===== config.mk =====
export PLATFORM = sky130hd
export DESIGN_NAME = dap_top
export DESIGN_NICKNAME = d
export VERILOG_FILES = /design/src/rtl/dap_pkg.sv /design/src/rtl/dap_div.sv /design/src/rtl/dap_chan.sv /design/src/rtl/dap_top.sv
export SDC_FILE = /design/constraint.sdc
export NUM_CORES = 1
export LEC_CHECK = 0
export CORE_UTILIZATION = 35
export DETAILED_ROUTE_END_ITERATION = 8
export DONT_BUFFER_PORTS = 1
export GPL_ROUTABILITY_DRIVEN = 0
export HOLD_SLACK_MARGIN = 0.08
export PLACE_DENSITY = 0.6
export RECOVER_POWER = 25
export SLEW_MARGIN = 10
export SYNTH_ARGS = -nofsm -noshare
export SYNTH_HDL_FRONTEND = slang
export SYNTH_HIERARCHICAL = 1
export SYNTH_SLANG_ARGS = --single-unit
export TNS_END_PERCENT = 30

===== constraint.sdc =====
create_clock -name clk_i -period 3.3 [get_ports clk_i]
set_input_delay 0.165 -clock clk_i [delete_from_list [all_inputs] [get_ports clk_i]]
set_output_delay 0.165 -clock clk_i [all_outputs]
set_load 0.005 [all_outputs]

===== src/rtl/dap_pkg.sv =====
package dap_pkg;

    // Bus and counter widths.
    localparam int unsigned AW = 4;
    localparam int unsigned DW = 16;
    localparam int unsigned CW = 8;

    // Register offsets on the plain register port.
    localparam logic [AW-1:0] OFS_PER_A   = 4'h0;
    localparam logic [AW-1:0] OFS_PER_B   = 4'h1;
    localparam logic [AW-1:0] OFS_ON_A    = 4'h2;
    localparam logic [AW-1:0] OFS_ON_B    = 4'h3;
    localparam logic [AW-1:0] OFS_MODE    = 4'h4;
    localparam logic [AW-1:0] OFS_PINSEL  = 4'h5;
    localparam logic [AW-1:0] OFS_UPDATA  = 4'h6;
    localparam logic [AW-1:0] OFS_STATUS  = 4'h7;

    // Field positions.
    localparam int unsigned MODE_INDEP_BIT = 8;
    localparam int unsigned PINSEL_B_BIT   = 7;
    localparam int unsigned UPD_PIN_A_BIT  = 1;
    localparam int unsigned STAT_PWM_A_BIT = 0;
    localparam int unsigned STAT_PWM_B_BIT = 1;
    localparam int unsigned STAT_CNT_LSB   = 8;

    // Reset values.
    localparam logic [CW-1:0] PER_RST    = 8'hff;
    localparam logic [CW-1:0] ON_RST     = 8'h00;
    localparam logic          MODE_RST   = 1'h0;
    localparam logic [7:0]    PINSEL_RST = 8'hff;
    localparam logic          UPD_RST    = 1'h1;

    // Time base: one count every two instruction-clock cycles.
    localparam int unsigned TICK_CYCLES = 2;

    // One register request, all strobes and data of one cycle.
    typedef struct packed {
        logic [AW-1:0] addr;
        logic [DW-1:0] wdata;
        logic          wr;
        logic          rd;
    } dap_req_s;

    // Channel phase: waiting for its first rising point, or running.
    typedef enum logic [1:0] {
        DAP_WAIT = 2'b01,
        DAP_RUN  = 2'b10
    } dap_ph_e;

endpackage


===== src/rtl/dap_div.sv =====
`timescale 1ns/10ps
// Divide-by-N enable: one-cycle pulse every DIV clocks, realigned by clear.
module dap_div #(
    parameter int unsigned DIV = dap_pkg::TICK_CYCLES
) (
    input  wire logic clk_i,
    input  wire logic rst_b_i,
    input  wire logic clr_i,
    output logic      tick_o
);
    import dap_pkg::*;

    localparam int unsigned W = (DIV > 2) ? $clog2(DIV) : 1;
    localparam logic [W-1:0] LAST = W'(DIV - 1);

    logic [W-1:0] ph_q;
    logic [W-1:0] ph_d;

    // Phase counter wraps at DIV-1; a clear restarts the phase.
    always_comb
    begin
        if (clr_i || ph_q == LAST)
            ph_d = '0;
        else
            ph_d = ph_q + W'(1);
    end

    always_ff @(posedge clk_i or negedge rst_b_i)
    begin
        if (!rst_b_i)
            ph_q <= '0;
        else
            ph_q <= ph_d;
    end

    assign tick_o = (ph_q == LAST) && !clr_i;

endmodule


===== src/rtl/dap_chan.sv =====
`timescale 1ns/10ps
// One auxiliary PWM channel: period counter, held on-time and output compare.
module dap_chan #(
    parameter int unsigned         CW        = dap_pkg::CW,
    parameter dap_pkg::dap_ph_e    START_PH  = dap_pkg::DAP_RUN
) (
    input  wire logic          clk_i,
    input  wire logic          rst_b_i,
    input  wire logic          tick_i,
    input  wire logic          restart_i,
    input  wire logic          wait_i,
    input  wire logic          sync_i,
    input  wire logic [CW-1:0] per_i,
    input  wire logic [CW-1:0] on_i,
    output logic [CW-1:0]      cnt_o,
    output logic [CW-1:0]      act_on_o,
    output logic               pwm_o
);
    import dap_pkg::*;

    logic [CW-1:0] cnt_q;
    logic [CW-1:0] cnt_d;
    logic [CW-1:0] act_q;
    logic [CW-1:0] act_d;
    dap_ph_e       ph_q;
    dap_ph_e       ph_d;

    // Next counter state; the on-time is only taken at a period start.
    always_comb
    begin
        cnt_d = cnt_q;
        act_d = act_q;
        ph_d  = ph_q;
        if (restart_i)
        begin
            cnt_d = '0;
            act_d = on_i;
            ph_d  = wait_i ? DAP_WAIT : DAP_RUN;
        end
        // A channel left waiting when offset mode ends starts at the next tick.
        else if (tick_i && (sync_i || (ph_q == DAP_WAIT && !wait_i)))
        begin
            cnt_d = '0;
            act_d = on_i;
            ph_d  = DAP_RUN;
        end
        else if (tick_i && ph_q == DAP_RUN)
        begin
            // Greater-or-equal keeps a lowered period from running past it.
            if (cnt_q >= per_i)
            begin
                cnt_d = '0;
                act_d = on_i;
            end
            else
                cnt_d = cnt_q + CW'(1);
        end
    end

    always_ff @(posedge clk_i or negedge rst_b_i)
    begin
        if (!rst_b_i)
        begin
            cnt_q <= '0;
            act_q <= ON_RST;
            ph_q  <= START_PH;
        end
        else
        begin
            cnt_q <= cnt_d;
            act_q <= act_d;
            ph_q  <= ph_d;
        end
    end

    // High from period start until the on-time count; full duty past the period.
    assign pwm_o    = (ph_q == DAP_RUN) && ((cnt_q < act_q) || (act_q > per_i));
    assign cnt_o    = cnt_q;
    assign act_on_o = act_q;

endmodule


===== src/rtl/dap_top.sv =====
// Contract
// - Mode bit set: independent; clear: offset.
// - Independent period is two cycles times (period+1).
// - High time is two cycles times on-time.
// - On-time above period gives full duty.
// - Offset mode shares first period, separate on-times.
// - Second rising edge delayed two times (offset+1).
// - New on-time applies at next period start.
// - Period write clears counters, restarts cycles.
// - Mode bit resets clear: offset mode.
// - Periods reset all ones, on-times zero.
// - Select bit set: general pin; clear: PWM.
// - All select bits set after reset.
// - Upper data bit 1 selects first pin.
`timescale 1ns/10ps
module dap_top (
    input  wire logic                   clk_i,
    input  wire logic                   rst_b_i,
    input  wire dap_pkg::dap_req_s      req_i,
    output logic [dap_pkg::DW-1:0]      rdata_o,
    input  wire logic                   gp_eight_do_i,
    input  wire logic                   gp_eight_oe_i,
    input  wire logic                   gp_seven_do_i,
    input  wire logic                   gp_seven_oe_i,
    output logic                        first_pin_o,
    output logic                        first_pin_oe_o,
    output logic                        second_pin_o,
    output logic                        second_pin_oe_o
);
    import dap_pkg::*;

    // True when the request addresses the given offset.
    function automatic logic hit(input logic [AW-1:0] addr, input logic [AW-1:0] ofs);
        hit = (addr == ofs);
    endfunction

    logic [CW-1:0] per_a_q;
    logic [CW-1:0] per_a_d;
    logic [CW-1:0] per_b_q;
    logic [CW-1:0] per_b_d;
    logic [CW-1:0] on_a_q;
    logic [CW-1:0] on_a_d;
    logic [CW-1:0] on_b_q;
    logic [CW-1:0] on_b_d;
    logic          indep_q;
    logic          indep_d;
    logic [7:0]    pinsel_q;
    logic [7:0]    pinsel_d;
    logic          upd_q;
    logic          upd_d;
    logic [DW-1:0] rdata_d;
    logic          pin_a_d;
    logic          pin_a_oe_d;
    logic          pin_b_d;
    logic          pin_b_oe_d;

    logic          wr_per;
    logic          tick;
    logic          sync_b;
    logic [CW-1:0] per_b_eff;
    logic [CW-1:0] cnt_a;
    logic [CW-1:0] cnt_b;
    logic [CW-1:0] act_a;
    logic [CW-1:0] act_b;
    logic          pwm_a;
    logic          pwm_b;

    // Any period write restarts both channels and the time base.
    assign wr_per = req_i.wr && (hit(req_i.addr, OFS_PER_A) || hit(req_i.addr, OFS_PER_B));

    // Offset mode runs the second channel on the first period.
    assign per_b_eff = indep_q ? per_b_q : per_a_q;

    // The second channel restarts one count after the first reaches the offset value.
    // A wrong offset above the first period simply never matches.
    assign sync_b = !indep_q && (cnt_a == per_b_q);

    // Register writes.
    always_comb
    begin
        per_a_d  = per_a_q;
        per_b_d  = per_b_q;
        on_a_d   = on_a_q;
        on_b_d   = on_b_q;
        indep_d  = indep_q;
        pinsel_d = pinsel_q;
        upd_d    = upd_q;
        if (req_i.wr)
        begin
            if (hit(req_i.addr, OFS_PER_A))
                per_a_d = req_i.wdata[CW-1:0];
            if (hit(req_i.addr, OFS_PER_B))
                per_b_d = req_i.wdata[CW-1:0];
            if (hit(req_i.addr, OFS_ON_A))
                on_a_d = req_i.wdata[CW-1:0];
            if (hit(req_i.addr, OFS_ON_B))
                on_b_d = req_i.wdata[CW-1:0];
            if (hit(req_i.addr, OFS_MODE))
                indep_d = req_i.wdata[MODE_INDEP_BIT];
            if (hit(req_i.addr, OFS_PINSEL))
                pinsel_d = req_i.wdata[7:0];
            if (hit(req_i.addr, OFS_UPDATA))
                upd_d = req_i.wdata[UPD_PIN_A_BIT];
        end
    end

    // Reset values: offset mode, slowest period, zero on-time, pins general.
    always_ff @(posedge clk_i or negedge rst_b_i)
    begin
        if (!rst_b_i)
        begin
            per_a_q  <= PER_RST;
            per_b_q  <= PER_RST;
            on_a_q   <= ON_RST;
            on_b_q   <= ON_RST;
            indep_q  <= MODE_RST;
            pinsel_q <= PINSEL_RST;
            upd_q    <= UPD_RST;
        end
        else
        begin
            per_a_q  <= per_a_d;
            per_b_q  <= per_b_d;
            on_a_q   <= on_a_d;
            on_b_q   <= on_b_d;
            indep_q  <= indep_d;
            pinsel_q <= pinsel_d;
            upd_q    <= upd_d;
        end
    end

    // Time base of two instruction-clock cycles.
    dap_div #(
        .DIV (TICK_CYCLES)
    ) u_div (
        .clk_i   (clk_i),
        .rst_b_i (rst_b_i),
        .clr_i   (wr_per),
        .tick_o  (tick)
    );

    // First channel always runs on its own period.
    dap_chan #(
        .CW       (CW),
        .START_PH (DAP_RUN)
    ) u_chan_a (
        .clk_i     (clk_i),
        .rst_b_i   (rst_b_i),
        .tick_i    (tick),
        .restart_i (wr_per),
        .wait_i    (1'b0),
        .sync_i    (1'b0),
        .per_i     (per_a_q),
        .on_i      (on_a_q),
        .cnt_o     (cnt_a),
        .act_on_o  (act_a),
        .pwm_o     (pwm_a)
    );

    // Second channel waits for the offset point while in offset mode.
    dap_chan #(
        .CW       (CW),
        .START_PH (DAP_WAIT)
    ) u_chan_b (
        .clk_i     (clk_i),
        .rst_b_i   (rst_b_i),
        .tick_i    (tick),
        .restart_i (wr_per),
        .wait_i    (!indep_q),
        .sync_i    (sync_b),
        .per_i     (per_b_eff),
        .on_i      (on_b_q),
        .cnt_o     (cnt_b),
        .act_on_o  (act_b),
        .pwm_o     (pwm_b)
    );

    // Pin routing and read data; a set select bit 7 hands the second pin, a set upper data bit the first pin, to the general port.
    always_comb
    begin
        pin_a_d    = upd_q ? gp_eight_do_i : pwm_a;
        pin_a_oe_d = upd_q ? gp_eight_oe_i : 1'b1;
        pin_b_d    = pinsel_q[PINSEL_B_BIT] ? gp_seven_do_i : pwm_b;
        pin_b_oe_d = pinsel_q[PINSEL_B_BIT] ? gp_seven_oe_i : 1'b1;
        rdata_d    = '0;
        if (req_i.rd)
        begin
            unique case (req_i.addr)
                OFS_PER_A:  rdata_d = {8'h00, per_a_q};
                OFS_PER_B:  rdata_d = {8'h00, per_b_q};
                OFS_ON_A:   rdata_d = {8'h00, on_a_q};
                OFS_ON_B:   rdata_d = {8'h00, on_b_q};
                OFS_MODE:   rdata_d[MODE_INDEP_BIT] = indep_q;
                OFS_PINSEL: rdata_d = {8'h00, pinsel_q};
                OFS_UPDATA: rdata_d[UPD_PIN_A_BIT] = upd_q;
                OFS_STATUS:
                begin
                    rdata_d[STAT_PWM_A_BIT] = pwm_a;
                    rdata_d[STAT_PWM_B_BIT] = pwm_b;
                    rdata_d[STAT_CNT_LSB +: CW] = cnt_a;
                end
                default:    rdata_d = '0;
            endcase
        end
    end

    // Every output leaves from a flip-flop; pins lag the compare by one clock.
    // The lag costs a cycle of edge placement but keeps the pins free of glitches.
    always_ff @(posedge clk_i or negedge rst_b_i)
    begin
        if (!rst_b_i)
        begin
            rdata_o         <= '0;
            first_pin_o     <= 1'b0;
            first_pin_oe_o  <= 1'b0;
            second_pin_o    <= 1'b0;
            second_pin_oe_o <= 1'b0;
        end
        else
        begin
            rdata_o         <= rdata_d;
            first_pin_o     <= pin_a_d;
            first_pin_oe_o  <= pin_a_oe_d;
            second_pin_o    <= pin_b_d;
            second_pin_oe_o <= pin_b_oe_d;
        end
    end

    // Helper flag: low in reset and in the first cycle after reset release.
    logic seen_q;

    always_ff @(posedge clk_i or negedge rst_b_i)
    begin
        if (!rst_b_i)
            seen_q <= 1'b0;
        else
            seen_q <= 1'b1;
    end
endmodule


== Yosys cells after proc, flatten, opt, wreduce, memory -nomap -nowiden ==
Index checks and enable logic that the tools add are counted.

* Add/sub/neg operators: 3
* Magnitude comparators: 6
* Equal/unequal tests: 12
* Multiplexer cells: 33
* Reductions and logical operators: 33

{| class="wikitable"
|+ Operators by type and width
! operator !! number
|-
| $mux W8 || 17
|-
| $pmux W6 S5 || 1
|-
| $reduce_and A2 Y1 || 9
|-
| $add A8 B1 Y8 const B || 2
|-
| $eq A4 B3 Y1 const B || 4
|-
| $ge A8 B8 Y1 || 2
|-
| $gt A8 B8 Y1 || 2
|-
| $lt A8 B8 Y1 || 2
|-
| $mux W16 || 1
|-
| $reduce_bool A3 Y1 || 4
|-
| $logic_and A1 B1 Y1 || 10
|-
| $mux W2 || 5
|-
| $eq A4 B2 Y1 const B || 2
|-
| $eq A8 B8 Y1 || 1
|-
| $mux W7 || 1
|-
| $pmux W1 S7 || 1
|-
| $pmux W1 S6 || 1
|-
| $logic_or A1 B1 Y1 || 5
|-
| $mux W1 || 5
|-
| $eq A2 B1 Y1 const B || 2
|-
| $eq A2 B2 Y1 const B || 2
|-
| $eq A4 B1 Y1 const B || 1
|-
| $logic_not A4 Y1 || 1
|-
| $reduce_bool A2 Y1 || 2
|-
| 3 further kinds || 4
|}

* Register bits: 99
* Bits of input ports: 28
* Output and inout port bits: 20
* Word-level logic and storage cells: 106

== Longest topological paths before layout ==
* Depth after elaboration: 9
* Gate-level depth with buffers: 12
* Gate-level depth less buffers: 11

== Modules after synthesis ==
Netlist, hierarchy kept.

{| class="wikitable"
|+ By module, submodules not included
! module !! instances !! cells each !! area each (sq um) !! sequential area each (sq um)
|-
| dap_top || 1 || 213 || 2999.1 || 1582.8
|-
| dap_chan || 2 || 149 || 1381.3 || 451.7
|-
| dap_div || 1 || 3 || 42.5 || 25.0
|}

== Least setup slack after synthesis ==
Ideal clock, no wire load.

* Kind: input -> register
* Start point: input port req_i[19] in the netlist's numbering
* End point: register u_chan_b.act_q[0], in the netlist u_chan_b/act_on_o[0]
* Setup time: 0.125 ns
* Data arrival time: 2.759 ns
* Required time: 3.175 ns
* Path slack: 0.416 ns
* Stages on the path: 9
* Buffers on the path: 2
* Cell sequence: buf_4 > buf_4 > nor4b_1 > nor2b_4 > a21oi_1 > nand2_1 > a211oi_4 > nor2_2 > mux2_2

* Word-level cells in the longest chain between the ends: 8
* Elaborated cells between the ends (all ways): 13
* Those cells by class: 1 x eq/ne; 2 x mux; 10 x reduce/logical

{| class="wikitable"
|+ Ends and longest elaborated chain
! element !! RTL line !! source
|-
| start: declaration || dap_top.sv:19 || <nowiki>input wire dap_pkg::dap_req_s req_i,</nowiki>
|-
| $eq A4 B1 Y1 or $logic_not A4 Y1 (tied branches) || dap_top.sv:34 || <nowiki>hit = (addr == ofs);</nowiki>
|-
| $logic_or A1 B1 Y1 (*) || dap_top.sv:69 || <nowiki>assign wr_per = req_i.wr && (hit(req_i.addr, OFS_PER_A) || hit(req_i.addr, OFS_PER_B));</nowiki>
|-
| $logic_and A1 B1 Y1 (*) || dap_top.sv:69 ||
|-
| net wr_per || dap_top.sv:57 || <nowiki>logic wr_per;</nowiki>
|-
| $logic_not A1 Y1 (*) || dap_div.sv:36 || <nowiki>assign tick_o = (ph_q == LAST) && !clr_i;</nowiki>
|-
| $logic_and A1 B1 Y1 (*) || dap_div.sv:36 ||
|-
| net tick || dap_top.sv:58 || <nowiki>logic tick;</nowiki>
|-
| $logic_and A1 B1 Y1 (on tied branches) || dap_chan.sv:47, dap_chan.sv:41 ||
|-
| $reduce_bool A3 Y1 (no line) or $mux W8 (tied branches) || -- ||
|-
| $reduce_and A2 Y1 (no line) or $mux W8 (tied branches) || -- ||
|-
| end signal: assignment || dap_chan.sv:71 || <nowiki>act_q <= act_d;</nowiki>
|-
| end: declaration || dap_chan.sv:23 || <nowiki>logic [CW-1:0] act_q;</nowiki>
|}

Mark *: on every way through the listed nets, which the timed path passes. The rest lies on a longest branch.
A chain may end at the register's enable or synchronous reset.

== Worst setup path in the final report ==
* Start point: register per_a_q[1]
* End point: register rdata_o[0] in the netlist's numbering

* Word-level cells in the longest chain between the ends: 5

{| class="wikitable"
|+ Ends and longest elaborated chain
! element !! RTL line !! source
|-
| start: declaration || dap_top.sv:37 || <nowiki>logic [CW-1:0] per_a_q;</nowiki>
|-
| start signal: assignment || dap_top.sv:122 || <nowiki>per_a_q <= per_a_d;</nowiki>
|-
| $gt A8 B8 Y1 || dap_chan.sv:77 || <nowiki>assign pwm_o = (ph_q == DAP_RUN) && ((cnt_q < act_q) || (act_q > per_i));</nowiki>
|-
| $logic_or A1 B1 Y1 || dap_chan.sv:77 ||
|-
| $logic_and A1 B1 Y1 || dap_chan.sv:77 ||
|-
| net pwm_a || dap_top.sv:65 || <nowiki>logic pwm_a;</nowiki>
|-
| $pmux W1 S6 || dap_top.sv:188 || <nowiki>unique case (req_i.addr)</nowiki>
|-
| $mux W16 || dap_top.sv:186 || <nowiki>if (req_i.rd)</nowiki>
|-
| net rdata_d[0] || dap_top.sv:51 || <nowiki>logic [DW-1:0] rdata_d;</nowiki>
|-
| end signal: assignment || dap_top.sv:221 || <nowiki>rdata_o <= rdata_d;</nowiki>
|-
| end: declaration || dap_top.sv:20 || <nowiki>output logic [dap_pkg::DW-1:0] rdata_o,</nowiki>
|}

The timed path passes the listed nets, and every way through them passes these cells.

==> impl_metrics.py <==
metrics = {
    "final_layout": {
        "area_delta_synth_final_pct": 13.7,
        "final_nets": 618,
        "drive_gt1_frac": 0.181,
        "stdcell_area_sq_mm": 0.00660,
    },
    "cts": {
        "cts_tree": "yes",
        "cts.repair_timing.setup_buffer_count": 0,
        "root_buffer": "clkbuf_16",
        "clockBufferDepth": 2,
        "clk_pin_slew_ns": 0.07,
        "cts_buffers": 9,
        "clk-insertion-delay-late_ns": 0.36,
        "htree_levels": 3,
        "clock_sinks": 99,
    },
    "routing": {
        "wl_per_cell_um": 17.6,
        "dr_wl_met2_mm": 6.77,
        "drt-pass1-iter-count": 4,
        "totalWireLength_mm": 13.4,
        "viasPerCell": 5.20,
        "route.vias.total": 3969,
        "dr.max_layer_used": "met4",
        "drc_errors": 0,
        "antenna_left": 0,
        "m1WireLength_mm": 5.94,
        "first_iter_violations": 161,
        "route.met3.wl_um": 498,
    },
    "worst_setup_path": {
        "crit_buf_inv": 2,
        "cp_cell_sequence": "inv_1 -> ha_1 -> nor2b_1 -> o21ai_0 -> nand2b_1 -> a211oi_1 -> o32ai_1 -> mux2_2 -> a32oi_1 -> a21boi_1 -> dlygate4sd3_1",
        "worstSetupPathDepth": 11,
        "worst_r2r_path_depth": 11,
        "required_ns": 3.54,
        "end_kind": "flip-flop",
        "cpLargestDelayFamily": "compound AO/OA/AOI/OAI gates",
        "critical-path-max-stage-delay_ns": 0.57,
        "worst-setup-path-type": "flip-flop to flip-flop",
        "crit_arrival_ns": 3.23,
        "cp_max_fo": 4,
        "crit_path_start_kind": "flip-flop",
        "critPathSlowestCell": "dfstp_2",
        "regToRegSetupSlack_ns": 0.31,
    },
    "yosys": {
        "synth_fa_ha_area_frac": 0.103,
        "synth_compound_area_frac": 0.110,
        "synthArstFlopShare": 1.00,
        "yosysUniqueCellTypes": 59,
        "muxShareOfSynthArea": 0.166,
        "syn_inst": 514,
        "synth_edf_count": 0,
        "synth-seq-cells": 99,
        "yosysWarnings": 6,
        "syn_area_per_cell_sq_um": 11.3,
        "synthXorXnorAreaFrac": 0.0121,
        "yosysSeqAreaShare": 0.433,
        "synth_top_cell_by_area": "dfrtp_1",
        "synthTopCellsByArea": "dfrtp_1 (31%), dfstp_2 (12%), ha_1 (10%)",
        "ys.flop_type": "dfrtp_1",
        "synth_top_area_share": 0.310,
        "syn_area_sq_mm": 0.00580,
        "synth-simple-area-share": 0.130,
        "synth_top_family_by_area": "multiplexers",
    },
    "timing": {
        "skew_ns": 0.00946,
        "slew_headroom": 0.480,
        "fin_tns_setup_ns": 0,
        "rsz0062_at_grt": "false",
        "finalMaxSlewViolations": 0,
        "hold_viol": 0,
        "fin_crit_sh": 0.906,
        "fin_crit_ns": 2.99,
        "whs_ns": 0.0932,
        "worst_pin_slew_ns": 0.779,
        "max_freq_mhz": 334,
        "setup_violations": 0,
    },
    "placed_design": {
        "io_buffers": 0,
        "dp_hpwl_mm": 9.81,
        "dpl_cell_area_sq_mm": 0.00602,
    },
    "worst_hold_path": {
        "whs_path_depth": 2,
        "hold_path_class": "input port to flip-flop",
    },
    "status": {
        "status": "completed",
    },
    "global_routing": {
        "grt_pass1_wl_mm": 22.5,
        "grt-ovfl-total": 0,
        "grt_usage": 0.174,
        "grt_pass1_vias": 4221,
        "antenna_found_initial": 1,
        "grt_max_degree": 100,
    },
    "power_and_ir_drop": {
        "p_sw_frac": 0.356,
        "ir_drop_uv": 415,
        "comb_power_share": 0.359,
        "p_sw_w": 0.00171,
        "p_leak_nw": 2.84,
        "p_seq_frac": 0.399,
        "intPower_w": 0.00309,
        "p_per_area_mw_per_mm2": 727,
        "p_clk_frac": 0.242,
    },
    "floorplanning": {
        "dieArea_sq_mm": 0.0171,
        "rows": 46,
        "core_area_sq_mm": 0.0161,
        "die_w_um": 131,
        "io_pins": 48,
        "die_h_um": 131,
        "initial_core_util": 0.361,
    },
    "flow_run": {
        "cap_violations": 0,
    },
}
[area by class of cell]
class,instances,area (sq um)
diodes,1,2.50
multi-input cells,364,3060
clock inverters,5,85.1
well taps,216,270
inverters,42,158
repair buffers,26,270
fillers,1496,9460
flip-flops and latches,99,2510
clock buffers,11,243
[routing by layer]
| layer | GRT usage | vias up |
|---|---|---|
| li1 | - | 1926 |
| met1 | 0.215 | 1970 |
| met2 | 0.301 | 60 |
| met3 | 0.0407 | 13 |
| met4 | 0.0554 | 0 |
| met5 | 0 | - |
[power by group through the flow]
stage               clock network [W]  registers [W]  logic, W
floorplan                           0        0.00181   0.00134
global placement                    0        0.00192   0.00159
detailed placement                  0        0.00194   0.00166
CTS                           0.00120        0.00192   0.00174
global route                  0.00124        0.00197   0.00197
finish                        0.00116        0.00191   0.00172
[sequential cells by signal (all words and copies together) (netlist names), 2 cells and up]
register           cells
pinsel_q               8
on_a_q                 8
u_chan_a/cnt_o         8
rdata_o               16
per_a_q                8
u_chan_b/act_on_o      8
u_chan_b/ph_q          2
u_chan_b/cnt_o         8
per_b_q                8
on_b_q                 8
u_chan_a/ph_q          2
u_chan_a/act_on_o      8
[repair_timing]
action,4_1_cts,5_1_grt
hold endpoints to repair,154,0
setup endpoints to repair,0,1
resized for setup,0,1
hold buffers,23,0
[cell usage in the layout (no fill, tap or decap), types with 3 or more instances in the layout]
| cell type | netlist | routed |
|---|---|---|
| a2111oi_0 | 4 | 4 |
| a211oi_1 | 6 | 6 |
| a21oi_1 | 30 | 30 |
| a22oi_1 | 5 | 5 |
| a32oi_1 | 3 | 3 |
| and2_1 | 7 | 7 |
| and3_1 | 4 | 4 |
| and4_1 | 3 | 3 |
| buf_4 | 5 | 3 |
| clkbuf_16 | 0 | 9 |
| conb_1 | 1 | 6 |
| dfrtp_1 | 72 | 71 |
| dfstp_2 | 27 | 25 |
| dlygate4sd3_1 | 0 | 22 |
| ha_1 | 48 | 48 |
| inv_1 | 41 | 41 |
| mux2_1 | 48 | 48 |
| mux2_2 | 36 | 36 |
| nand2_1 | 20 | 20 |
| nand2b_1 | 13 | 13 |
| nand3_1 | 14 | 14 |
| nand4_1 | 13 | 13 |
| nor2_1 | 11 | 11 |
| nor2_2 | 3 | 3 |
| nor2b_1 | 10 | 10 |
| o21ai_0 | 22 | 22 |
| o22ai_1 | 8 | 8 |
| xnor2_1 | 7 | 7 |
[Yosys cell counts, types with 3 or more instances]
library cell,count
dfstp_2,27
buf_4,5
nand4_1,13
and2_1,7
nor2b_1,10
o22ai_1,8
mux2_2,36
mux2_1,48
a2111oi_0,4
a211oi_1,6
nand2_1,20
nand3_1,14
nor2_2,3
a22oi_1,5
inv_1,41
nor2_1,11
dfrtp_1,72
nand2b_1,13
and3_1,4
buf_2,5
o21ai_0,22
and4_1,3
xnor2_1,7
a32oi_1,3
a21oi_1,30
ha_1,48
buf_6,3
[cells by family (layout without fill, tap and decap cells)]
logic type,after synthesis,count (layout)
and+or+nand+nor,119,119
DFF,99,99
AOI/OAI and AO/OA,97,97
muxes,86,86
buffers and inverters,56,84
adders and majority gates,48,48
xor gates and xnor gates,8,8
other,1,7
[worst register-to-register path: cells and delay by family, from the launching register on]
kind / cells / cell delay, ns
AO/OA/AOI/OAI: 5 / 0.85
adder cells (fa/ha/maj): 1 / 0.30
buffers and inverters: 2 / 0.62
flip-flops: 1 / 0.57
multiplexers: 1 / 0.31
AND/OR/NAND/NOR: 2 / 0.22
[through the flow]
step | util | power, W | instances | setup WS, ns
after floorplan | - | 0.00314 | 519 | 0.416
after detailed placement | 0.375 | 0.00360 | 724 | 0.202
after global placement | 0.375 | 0.00351 | 724 | 0.350
final | 0.411 | 0.00480 | 764 | 0.309
after global routing | 0.411 | 0.00518 | 764 | 0.135
after CTS | 0.411 | 0.00486 | 763 | 0.177
[worst paths after layout]
kind / from / end
worst min register to register: u_div/ph_q$_DFF_PN0_ / u_div/ph_q$_DFF_PN0_
min in group asynchronous: rst_b_i / u_chan_a/ph_q[0]$_DFFE_PN0P_
worst max register to register: per_a_q[1]$_DFFE_PN1P_ / rdata_o[0]$_DFF_PN0_
worst min-delay path: req_i[1] / per_b_q[3]$_DFFE_PN1P_
max in group asynchronous: rst_b_i / per_a_q[4]$_DFFE_PN1P_
worst max-delay path: per_a_q[1]$_DFFE_PN1P_ / rdata_o[0]$_DFF_PN0_
Power figures use the tool's default switching activity.
